## config.mk

```make
export PLATFORM = sky130hd
export DESIGN_NAME = cpuc_core
export DESIGN_NICKNAME = d
export VERILOG_FILES = /design/src/logic/cpuc_pkg.sv /design/src/logic/cpuc_core.sv
export SDC_FILE = /design/constraint.sdc
export NUM_CORES = 1
export LEC_CHECK = 0
export BUFFER_PORTS_ARGS = -buffer_cell sky130_fd_sc_hd__buf_2
export CAP_MARGIN = 20
export CELL_PAD_IN_SITES_DETAIL_PLACEMENT = 0
export CELL_PAD_IN_SITES_GLOBAL_PLACEMENT = 1
export CORE_MARGIN = 2
export CORE_UTILIZATION = 45
export CTS_CLUSTER_DIAMETER = 40
export DETAILED_ROUTE_END_ITERATION = 7
export PLACE_DENSITY = 0.86
export SETUP_SLACK_MARGIN = 0.5
export SLEW_MARGIN = 20
export SYNTH_ARGS = -nofsm -noshare
export SYNTH_HDL_FRONTEND = slang
export SYNTH_SLANG_ARGS = --single-unit
```

## constraint.sdc

```tcl
create_clock -name ref_clk_in -period 6.4 [get_ports ref_clk_in]
set_clock_uncertainty 0.15 [all_clocks]
set_input_delay 0.64 -clock ref_clk_in [delete_from_list [all_inputs] [get_ports ref_clk_in]]
set_output_delay 0.64 -clock ref_clk_in [all_outputs]
set_load 0.02 [all_outputs]
```

## src/logic/cpuc_pkg.sv

```systemverilog
// Shared constants and types of the 8-bit execution core
package cpuc_pkg;
   // ----------------------------------------------------------------
   // Timing
   // ----------------------------------------------------------------
   localparam int CLK_PERIOD_NS  = 100;
   localparam int INSTR_CYCLE_NS = 200;
   localparam int CLKS_PER_INSTR = (INSTR_CYCLE_NS + CLK_PERIOD_NS - 1) / CLK_PERIOD_NS;

   // ----------------------------------------------------------------
   // Widths
   // ----------------------------------------------------------------
   localparam int INSTR_W = 12;
   localparam int DATA_W  = 8;
   localparam int PCNT_W  = 11;

   // ----------------------------------------------------------------
   // Mapped special registers (low five address bits)
   // ----------------------------------------------------------------
   localparam logic [4:0] ADDR_INDF   = 5'h00;
   localparam logic [4:0] ADDR_PCL    = 5'h02;
   localparam logic [4:0] ADDR_STATUS = 5'h03;
   localparam logic [4:0] ADDR_FSR    = 5'h04;

   // Status bit positions and reset values
   localparam int            C_BIT      = 0;
   localparam int            NC_BIT     = 1;
   localparam int            Z_BIT      = 2;
   localparam logic [7:0]    STATUS_RST = 8'h00;
   localparam logic [7:0]    FSR_RST    = 8'h00;
   localparam logic [7:0]    W_RST      = 8'h00;
   localparam logic [10:0]   PCNT_RST   = 11'h000;

   // ----------------------------------------------------------------
   // Opcodes: byte ops on bits 11:6, bit/literal ops on 11:8
   // ----------------------------------------------------------------
   localparam logic [5:0] OP_MOVWF  = 6'h00;
   localparam logic [5:0] OP_CLR    = 6'h01;
   localparam logic [5:0] OP_SUBWF  = 6'h02;
   localparam logic [5:0] OP_DECF   = 6'h03;
   localparam logic [5:0] OP_IORWF  = 6'h04;
   localparam logic [5:0] OP_ANDWF  = 6'h05;
   localparam logic [5:0] OP_XORWF  = 6'h06;
   localparam logic [5:0] OP_ADDWF  = 6'h07;
   localparam logic [5:0] OP_MOVF   = 6'h08;
   localparam logic [5:0] OP_COMF   = 6'h09;
   localparam logic [5:0] OP_INCF   = 6'h0A;
   localparam logic [5:0] OP_DECFSZ = 6'h0B;
   localparam logic [5:0] OP_RRF    = 6'h0C;
   localparam logic [5:0] OP_RLF    = 6'h0D;
   localparam logic [5:0] OP_SWAPF  = 6'h0E;
   localparam logic [5:0] OP_INCFSZ = 6'h0F;
   localparam logic [3:0] OP_BCF    = 4'h4;
   localparam logic [3:0] OP_BSF    = 4'h5;
   localparam logic [3:0] OP_BTFSC  = 4'h6;
   localparam logic [3:0] OP_BTFSS  = 4'h7;
   localparam logic [3:0] OP_MOVLW  = 4'hC;
   localparam logic [3:0] OP_IORLW  = 4'hD;
   localparam logic [3:0] OP_ANDLW  = 4'hE;
   localparam logic [3:0] OP_XORLW  = 4'hF;
   localparam logic [2:0] OP_GOTO   = 3'h5;

   typedef enum logic [1:0] {
      PH_ADDR = 2'b01,
      PH_EXEC = 2'b10
   } cpuc_phase_t;

   typedef struct packed {
      logic [7:0] addr;
      logic [7:0] wdata;
      logic       we;
   } cpuc_dbus_t;
endpackage : cpuc_pkg

```

## src/logic/cpuc_core.sv

```systemverilog
// Two-phase pipelined execution core with 8-bit ALU and mapped special registers
`timescale 1ns/1ps
`default_nettype none
module cpuc_core (
   input  wire logic                   ref_clk_in,
   input  wire logic                   nrst_in,
   input  wire logic                   external_reset_n_in,
   input  wire logic [11:0]            prog_data_in,
   input  wire logic [7:0]             data_rdata_in,
   output logic      [10:0]            prog_addr_out,
   output var cpuc_pkg::cpuc_dbus_t    data_bus_out,
   output logic      [7:0]             w_out,
   output logic      [7:0]             status_out
);
   import cpuc_pkg::*;

   // ----------------------------------------------------------------
   // State
   // ----------------------------------------------------------------
   cpuc_phase_t state;
   logic [11:0] ir;
   logic        ir_valid;
   logic [10:0] program_counter;
   logic [7:0]  w;
   logic [7:0]  status;
   logic [7:0]  fsr;
   cpuc_dbus_t  dbus;
   logic        rst_s1;
   logic        rst_s2;

   // ----------------------------------------------------------------
   // Arithmetic helpers
   // ----------------------------------------------------------------
   function automatic logic [4:0] nib_add(input logic [3:0] a, input logic [3:0] b,
                                          input logic cin);
      nib_add = {1'b0, a} + {1'b0, b} + {4'h0, cin};
   endfunction : nib_add

   // Returns {carry, nibble carry, sum}
   function automatic logic [9:0] add8(input logic [7:0] a, input logic [7:0] b,
                                       input logic cin);
      logic [4:0] lo;
      logic [4:0] hi;
      lo   = nib_add(a[3:0], b[3:0], cin);
      hi   = nib_add(a[7:4], b[7:4], lo[4]);
      add8 = {hi[4], lo[4], hi[3:0], lo[3:0]};
   endfunction : add8

   // ----------------------------------------------------------------
   // Decode
   // ----------------------------------------------------------------
   wire        core_rst = !nrst_in || !rst_s2;
   wire        exec_now = (state == PH_EXEC) && ir_valid;
   wire [4:0]  fld_f    = ir[4:0];
   wire        dest_f   = ir[5];
   wire [5:0]  op6      = ir[11:6];
   wire [3:0]  op4      = ir[11:8];
   wire [7:0]  lit      = ir[7:0];
   wire        is_byte  = (ir[11:10] == 2'b00);
   wire        is_bit   = (ir[11:10] == 2'b01);
   wire        is_lit   = (ir[11:10] == 2'b11);
   wire        is_goto  = (ir[11:9] == OP_GOTO);
   // Indirect access goes through the pointer register
   wire [7:0]  eff_addr = (fld_f == ADDR_INDF) ? fsr : {3'b000, fld_f};
   wire [4:0]  sel      = dbus.addr[4:0];
   wire        sel_indf = (sel == ADDR_INDF);
   wire        sel_pcl  = (sel == ADDR_PCL);
   wire        sel_stat = (sel == ADDR_STATUS);
   wire        sel_fsr  = (sel == ADDR_FSR);
   wire        sel_int  = sel_indf || sel_pcl || sel_stat || sel_fsr;
   wire [7:0]  bmask    = 8'h01 << ir[7:5];

   // File operand: specials answer internally, the rest from the file bus
   logic [7:0] opnd;
   always_comb begin
      if (sel_indf) begin
         opnd = 8'h00;                                    // Pointer at itself reads zero
      end else if (sel_pcl) begin
         opnd = program_counter[7:0];
      end else if (sel_stat) begin
         opnd = status;
      end else if (sel_fsr) begin
         opnd = fsr;
      end else begin
         opnd = data_rdata_in;
      end
   end

   // Shared adder results, all two's complement
   wire [9:0]  add_r = add8(opnd, w, 1'b0);
   wire [9:0]  sub_r = add8(opnd, ~w, 1'b1);
   wire [9:0]  inc_r = add8(opnd, 8'h00, 1'b1);
   wire [9:0]  dec_r = add8(opnd, 8'hFF, 1'b0);

   // ----------------------------------------------------------------
   // ALU
   // ----------------------------------------------------------------
   logic [7:0] res;
   logic       nc;
   logic       ndc;
   logic       uc;
   logic       udc;
   logic       uz;
   logic       wr_w;
   logic       wr_f;
   logic       skip;
   always_comb begin
      res  = opnd;
      nc   = status[C_BIT];
      ndc  = status[NC_BIT];
      uc   = 1'b0;
      udc  = 1'b0;
      uz   = 1'b0;
      wr_w = 1'b0;
      wr_f = 1'b0;
      skip = 1'b0;
      if (is_byte) begin
         wr_w = !dest_f;
         wr_f = dest_f;
         case (op6)
            OP_MOVWF: begin res = w; wr_w = 1'b0; end
            OP_CLR: begin res = 8'h00; uz = 1'b1; end
            OP_SUBWF: begin
               res = sub_r[7:0]; nc = sub_r[9]; ndc = sub_r[8];
               uc = 1'b1; udc = 1'b1; uz = 1'b1;
            end
            OP_DECF: begin res = dec_r[7:0]; uz = 1'b1; end
            OP_IORWF: begin res = opnd | w; uz = 1'b1; end
            OP_ANDWF: begin res = opnd & w; uz = 1'b1; end
            OP_XORWF: begin res = opnd ^ w; uz = 1'b1; end
            OP_ADDWF: begin
               res = add_r[7:0]; nc = add_r[9]; ndc = add_r[8];
               uc = 1'b1; udc = 1'b1; uz = 1'b1;
            end
            OP_MOVF: begin uz = 1'b1; end
            OP_COMF: begin res = ~opnd; uz = 1'b1; end
            OP_INCF: begin res = inc_r[7:0]; uz = 1'b1; end
            OP_DECFSZ: begin res = dec_r[7:0]; skip = (dec_r[7:0] == 8'h00); end
            OP_RRF: begin res = {status[C_BIT], opnd[7:1]}; nc = opnd[0]; uc = 1'b1; end
            OP_RLF: begin res = {opnd[6:0], status[C_BIT]}; nc = opnd[7]; uc = 1'b1; end
            OP_SWAPF: begin res = {opnd[3:0], opnd[7:4]}; end
            default: begin res = inc_r[7:0]; skip = (inc_r[7:0] == 8'h00); end
         endcase
      end else if (is_bit) begin
         case (op4)
            OP_BCF: begin res = opnd & ~bmask; wr_f = 1'b1; end
            OP_BSF: begin res = opnd | bmask; wr_f = 1'b1; end
            OP_BTFSC: begin skip = ((opnd & bmask) == 8'h00); end
            default: begin skip = ((opnd & bmask) != 8'h00); end
         endcase
      end else if (is_lit) begin
         wr_w = 1'b1;
         case (op4)
            OP_MOVLW: begin res = lit; end
            OP_IORLW: begin res = lit | w; uz = 1'b1; end
            OP_ANDLW: begin res = lit & w; uz = 1'b1; end
            default: begin res = lit ^ w; uz = 1'b1; end
         endcase
      end
   end

   // ----------------------------------------------------------------
   // Next-state selection
   // ----------------------------------------------------------------
   wire        wr_pcl   = wr_f && sel_pcl;
   wire        ext_wr   = wr_f && !sel_int;
   wire        branch   = is_goto || wr_pcl || skip;
   wire [10:0] goto_tgt = {program_counter[10:9], ir[8:0]};
   wire [7:0]  stat_base = (wr_f && sel_stat) ? res : status;
   wire [7:0]  next_status = {stat_base[7:3],
                              uz  ? (res == 8'h00) : stat_base[Z_BIT],
                              udc ? ndc : stat_base[NC_BIT],
                              uc  ? nc  : stat_base[C_BIT]};
   // Skips only step past the prefetched word; jumps reload the counter
   wire [10:0] next_pc = is_goto ? goto_tgt :
                         wr_pcl  ? {program_counter[10:8], res} :
                                   program_counter + 11'h001;
   wire        add_zero  = (add_r[7:0] == 8'h00);
   wire        add_nib_c = ({1'b0, opnd[3:0]} + {1'b0, w[3:0]}) > 5'h0F;
   wire        is_sub    = is_byte && (op6 == OP_SUBWF);
   wire        is_add    = is_byte && (op6 == OP_ADDWF);

   // ----------------------------------------------------------------
   // Reset pin synchroniser
   // ----------------------------------------------------------------
   // Pin is asynchronous to the core; two stages before use
   always_ff @(posedge ref_clk_in) begin
      if (!nrst_in) begin
         rst_s1 <= 1'b1;
         rst_s2 <= 1'b1;
      end else begin
         rst_s1 <= external_reset_n_in;
         rst_s2 <= rst_s1;
      end
   end

   // ----------------------------------------------------------------
   // Phase sequencer, fetch and program counter
   // ----------------------------------------------------------------
   // First cycle after reset executes nothing; after a branch the prefetched word is dropped, costing one cycle
   always_ff @(posedge ref_clk_in) begin
      if (core_rst) begin
         state           <= PH_ADDR;
         ir              <= 12'h000;
         ir_valid        <= 1'b0;
         program_counter <= PCNT_RST;
      end else if (state == PH_ADDR) begin
         state <= PH_EXEC;
      end else begin
         state           <= PH_ADDR;
         ir              <= prog_data_in;
         ir_valid        <= !(ir_valid && branch);
         program_counter <= ir_valid ? next_pc : program_counter + 11'h001;
      end
   end

   // ----------------------------------------------------------------
   // Data bus: address in first phase, write strobe after execute
   // ----------------------------------------------------------------
   // Address stays put through the write so the file latches the right cell
   always_ff @(posedge ref_clk_in) begin
      if (core_rst) begin
         dbus <= '0;
      end else if (state == PH_ADDR) begin
         dbus.addr <= eff_addr;
         dbus.we   <= 1'b0;
      end else begin
         dbus.wdata <= res;
         dbus.we    <= exec_now && ext_wr;
      end
   end

   // ----------------------------------------------------------------
   // Architectural registers
   // ----------------------------------------------------------------
   always_ff @(posedge ref_clk_in) begin
      if (core_rst) begin
         w      <= W_RST;
         status <= STATUS_RST;
         fsr    <= FSR_RST;
      end else if (exec_now) begin
         if (wr_w) begin
            w <= res;
         end
         if (wr_f && sel_fsr) begin
            fsr <= res;
         end
         status <= next_status;
      end
   end

   assign prog_addr_out = program_counter;
   assign data_bus_out  = dbus;
   assign w_out         = w;
   assign status_out    = status;
endmodule : cpuc_core
`default_nettype wire

```

-- Word level (Yosys, flattened, before mapping)
Cells that the tools add are included.
- register bits: 69
- input bits: 23
- $add $sub $neg: 13
- eq/ne operators: 35
- shifts and indexed selects: 1
- mux-type cells: 43
- bitwise operators: 13
- reductions and logical operators: 45
- operators by type and width (operator ; count):
    $pmux 8 s13 ; 1
    $mux 8 ; 8
    $eq 6x4->1 const B ; 7
    $mux 11 ; 3
    $and 8x8->8 ; 4
    $logic_not 8->1 ; 4
    $eq 6x3->1 const B ; 4
    $not 8->8 ; 3
    $or 8x8->8 ; 3
    $pmux 8 s3 ; 1
    $mux 1 ; 23
    $add 4x4->5 ; 4
    $pmux 8 s2 ; 1
    $xor 8x8->8 ; 2
    $reduce_or 14->1 ; 1
    $eq 4x3->1 const B ; 3
    $eq 4x4->1 const B ; 3
    $eq 6x2->1 const B ; 2
    $add 11x1->11 const B ; 1
    $add 5x1->5 ; 2
    $eq 5x2->1 const B ; 2
    $logic_not 5->1 ; 2
    $reduce_and 2->1 ; 5
    $reduce_or 10->1 ; 1
    31 further kinds ; 60

-- Logic depth before layout (Yosys ltp)
- depth after elaboration: 13
- gate-level depth with buffers: 21

-- Least setup slack after synthesis
No wires, ideal clock.
- path kind: flip-flop to flip-flop
- start: register dbus, in the netlist data_bus_out[11]
- end: register status[2], in the netlist status_out[2]
- data arrival time: 4817 ps
- data required time: 6190 ps
- path slack: 1373 ps
- stages on the path, launching flop included: 22
- path buffers: 2
- period minus slack after synthesis: 5027 ps
- path through: dfxtp_1 > buf_2 > or3_1 > a221oi_1 > a31oi_2 > buf_2 > inv_1 > ha_1 > inv_1 > fa_1 > a21oi_1 > o21bai_1 > fa_1 > fa_1 > mux4_2 > nand2_1 > nand4_1 > a221oi_2 > a31oi_1 > a221oi_4 > and4_1 > a32o_1
- word-level cells in the longest chain between the ends: 12
- elaborated cells on any way between the ends: 37
- classes of those cells: add/sub: 12; eq/ne: 3; mux: 11; bitwise: 6; reduce/logical: 5
- RTL lines (what ; line ; text):
    start, declared ; cpuc_core.sv:27 ; cpuc_dbus_t dbus;
    $eq 5x3->1 ; cpuc_core.sv:69 ; wire sel_fsr = (sel == ADDR_FSR);
    $mux 8 ; cpuc_core.sv:82 ; end else if (sel_fsr) begin
    $mux 8 ; cpuc_core.sv:80 ; end else if (sel_stat) begin
    $mux 8 ; cpuc_core.sv:78 ; end else if (sel_pcl) begin
    $mux 8 ; cpuc_core.sv:76 ; if (sel_indf) begin
    $add 4x4->5 ; cpuc_core.sv:36 ; nib_add = {1'b0, a} + {1'b0, b} + {4'h0, cin};
    $add 5x1->5 (2 in a row) ; cpuc_core.sv:36 ;
    $pmux 8 s13 ; cpuc_core.sv:120 ; case (op6)
    $mux 8 ; cpuc_core.sv:117 ; if (is_byte) begin
    $logic_not 8->1 ; cpuc_core.sv:171 ; uz ? (res == 8'h00) : stat_base[Z_BIT],
    $mux 1 ; cpuc_core.sv:171 ;
    end signal, assigned ; cpuc_core.sv:248 ; status <= next_status;
    end, declared ; cpuc_core.sv:25 ; logic [7:0] status;
Parallel ways exist; a longest one is shown, timed or not. The select of a mux whose other input is x is not followed.
A chain may end at the register's enable or synchronous reset.

-- Worst setup path after layout
- start: register dbus, in the netlist data_bus_out[9]
- end: register status[2], in the netlist status_out[2]
Same word-level chain as after synthesis.

==> results_dict.tcl <==
set metrics [dict create \
    insertion_delay_ns 0.34 \
    die_y_um 122 \
    power_density_nw_per_um2 221 \
    post_drt_via_cell_ratio 6.43 \
    synth_top_cell_by_area "dfxtp_1" \
    crit_path_end_kind "register" \
    via_count 6543 \
    async_flop_share_pct 0 \
    synth_edf_count 0 \
    slew-limit-headroom_pct 28.6 \
    drtPass1Iterations 7 \
    final_util_pct 51.4 \
    synthCells 790 \
    drt-total-wl_um 23600 \
    grt_max_degree 56 \
    dieArea_um2 14900 \
    fin_ws_ns 1.06 \
    grt_setup_unrepaired "false" \
    place.gp.congestion 1.01 \
    critPathMaxFanout 20 \
    grt_pass1_wl_um 35900 \
    synth_fp_nets 870 \
    ys_seq_area_share_pct 22.0 \
    finalCriticalPeriod_ns 5.34 \
    clockBufferDepth 2 \
    drtIter0Drc 786 \
    fin_nets 912 \
    synth_area_um2 6270 \
    grt_usage_pct 31.9 \
    overflow 0 \
    crit_type "reg -> reg" \
    fp.dieW_um 122 \
    path_clk_slew_ns 0.07 \
    worst_ir_drop_vdd_mv 0.152 \
    antenna_found_initial 0 \
    syn2layout_area_growth_pct 12.5 \
    io_pins 67 \
    wl_per_cell_um 23.2 \
    htree_num_levels 3 \
    ant_nets 0 \
    tightest_slew_ns 1.07 \
    tns_ns 0 \
    status "finished, final reports clean" \
    yosysUniqueCellTypes 86 \
    rows 43 \
    dpl_worst_slack_ns 0.842 \
    cts_tree "yes" \
    cts_sinks 69 \
    drc 0 \
    ys_warn_count 0 \
    drv_cap 0 \
    finalHoldViolCount 0 \
    slew_viol_final 0 \
    fin_crit_sh_pct 83.5 \
    p_leak_uw 0.00281 \
    crit_arrival_ns 5.48 \
    ys_dominant_reg_cell "dfxtp_1" \
    grt_pass1_vias 6102 \
    core_um2 13700 \
    syn_area_per_cell_um2 7.94 \
    dp_hpwl_um 17500 \
    layout-drive-gt1-share_pct 17.9 \
    hold_slack_ns 0.260 \
    worstPathRequired_ns 6.54 \
    min_path_type "reg -> reg" \
    setup-violations-final 0 \
    fmax_ghz 0.187 \
    cp-start-kind "register" \
    netlist.area_leader.share_pct 22.0 \
    synth_seq_cells 69 \
    synth_area_leaders "dfxtp_1 22%, ha_1 10%, nand2_1 5.5%" \
    io_buffers 66 \
    cts_root_buffer "clkbuf_16" \
    start_util_pct 45.7 \
    ctsHoldBuffers 0 \
    antenna_cells 0 \
    numCtsBuffers 9 \
]
critical path: stages, from the launching register on:
cell      delay (ns)
dfxtp_2         0.59
mux2_2          0.39
nand3_1         0.09
o21ai_2         0.11
nand2_1         0.25
inv_1           0.27
fa_1            0.50
a21oi_1         0.16
o21bai_1        0.12
fa_1            0.43
fa_1            0.44
mux4_2          0.46
nand2_1         0.08
nand4_1         0.12
a221oi_2        0.22
a31oi_1         0.15
a221oi_4        0.35
and4_1          0.25
a32o_1          0.16
path summary, 6_finish.rpt:
path                        start             to  slack (ns)  cells past startpoint
hold reg to reg            rst_s1         rst_s2        0.26                      1
hold / removal             rst_s1         rst_s2        0.26                      1
setup reg to reg  data_bus_out[9]  status_out[2]        1.06                     18
setup / recovery  data_bus_out[9]  status_out[2]        1.06                     18
synthesized netlist by cell type, drive strengths merged, types with 3 or more instances:
cell type   n
or3         3
buf        27
clkbuf     26
o22ai       7
nor2b       6
nand2      92
a32o        3
o21ai      40
inv        49
xnor2      16
a32oi       3
xor2        3
dfxtp      69
fa          6
a22oi       5
nand4      11
nor4        9
nand2b     15
a21o        7
nor4b       4
ha         51
o31ai       5
a211oi     24
a221oi     14
o21a        3
o221ai      6
o21bai      5
and3        4
mux4       10
a2111oi     3
and2       10
nand3      18
nor2       76
o211ai     14
nor3       21
a21oi      52
a31oi       9
mux2i      22
a22o        6
cells in the final DEF, fill, tap and decap left out, drive strengths merged, types with 9 or more instances in the layout:
master,netlist,layout
nor2,76,76
o211ai,14,14
xnor2,16,16
ha,51,51
dfxtp,69,69
mux2i,22,22
nand2,92,92
nand2b,15,15
clkbuf,26,9
inv,49,53
a221oi,14,14
a21oi,52,52
nand3,18,18
o21ai,40,40
nor4,9,9
a31oi,9,9
and2,10,10
a211oi,24,24
nor3,21,21
buf,27,84
nand4,11,11
mux4,10,10
routing by layer:
metal	routed length, µm	global-route usage (%)	up-vias
li1	-	-	2956
met2	10200	47.1	400
met5	0	0	-
met3	2250	5.90	59
met4	748	11.9	0
met1	10400	46.1	3128
logic make-up after synthesis:
logic type / Yosys count / share of synthesized area, %
XOR/XNOR: 19 / 2.65
flip-flops: 69 / 22.0
adder cells (fa/ha/maj): 58 / 12.3
AO/OA/AOI/OAI: 226 / 26.9
buffers and inverters: 104 / 6.96
AND/OR/NAND/NOR: 281 / 21.8
multiplexers: 33 / 7.34
report_power, final:
group,internal (µW),switching (µW)
logic,168,339
clock network,348,214
registers,450,37.4
total,966,591
repair_timing:
item / 4_1_cts / 5_1_grt
endpoints found under the setup margin: 0 / 2
setup buffers: 0 / 0
gates resized for setup: 0 / 1
sequential cells by signal, summed over array words and instances, names as in the netlist:
name	cells
w_out	8
state	2
rst_s1	1
fsr	8
ir_valid	1
status_out	8
data_bus_out	17
rst_s2	1
ir	12
prog_addr_out	11
per-stage QoR:
stage / cell area (µm²) / total power (µW) / instances
finish: 7060 / 1560 / 1017
global route: 7060 / 1610 / 1017
CTS: 7050 / 1540 / 1017
detailed placement: 6720 / 984 / 1001
global placement: 6720 / 981 / 1001
floorplan: 6270 / 820 / 790
layout make-up:
type	instances	area [µm²]
well taps	180	225
inverters	51	194
multi-input cells	617	4460
clock buffers	9	225
clock inverters	7	105
fillers	1351	6660
repair buffers	84	465
flip-flops and latches	69	1380
(Power assumes the default switching activity.)
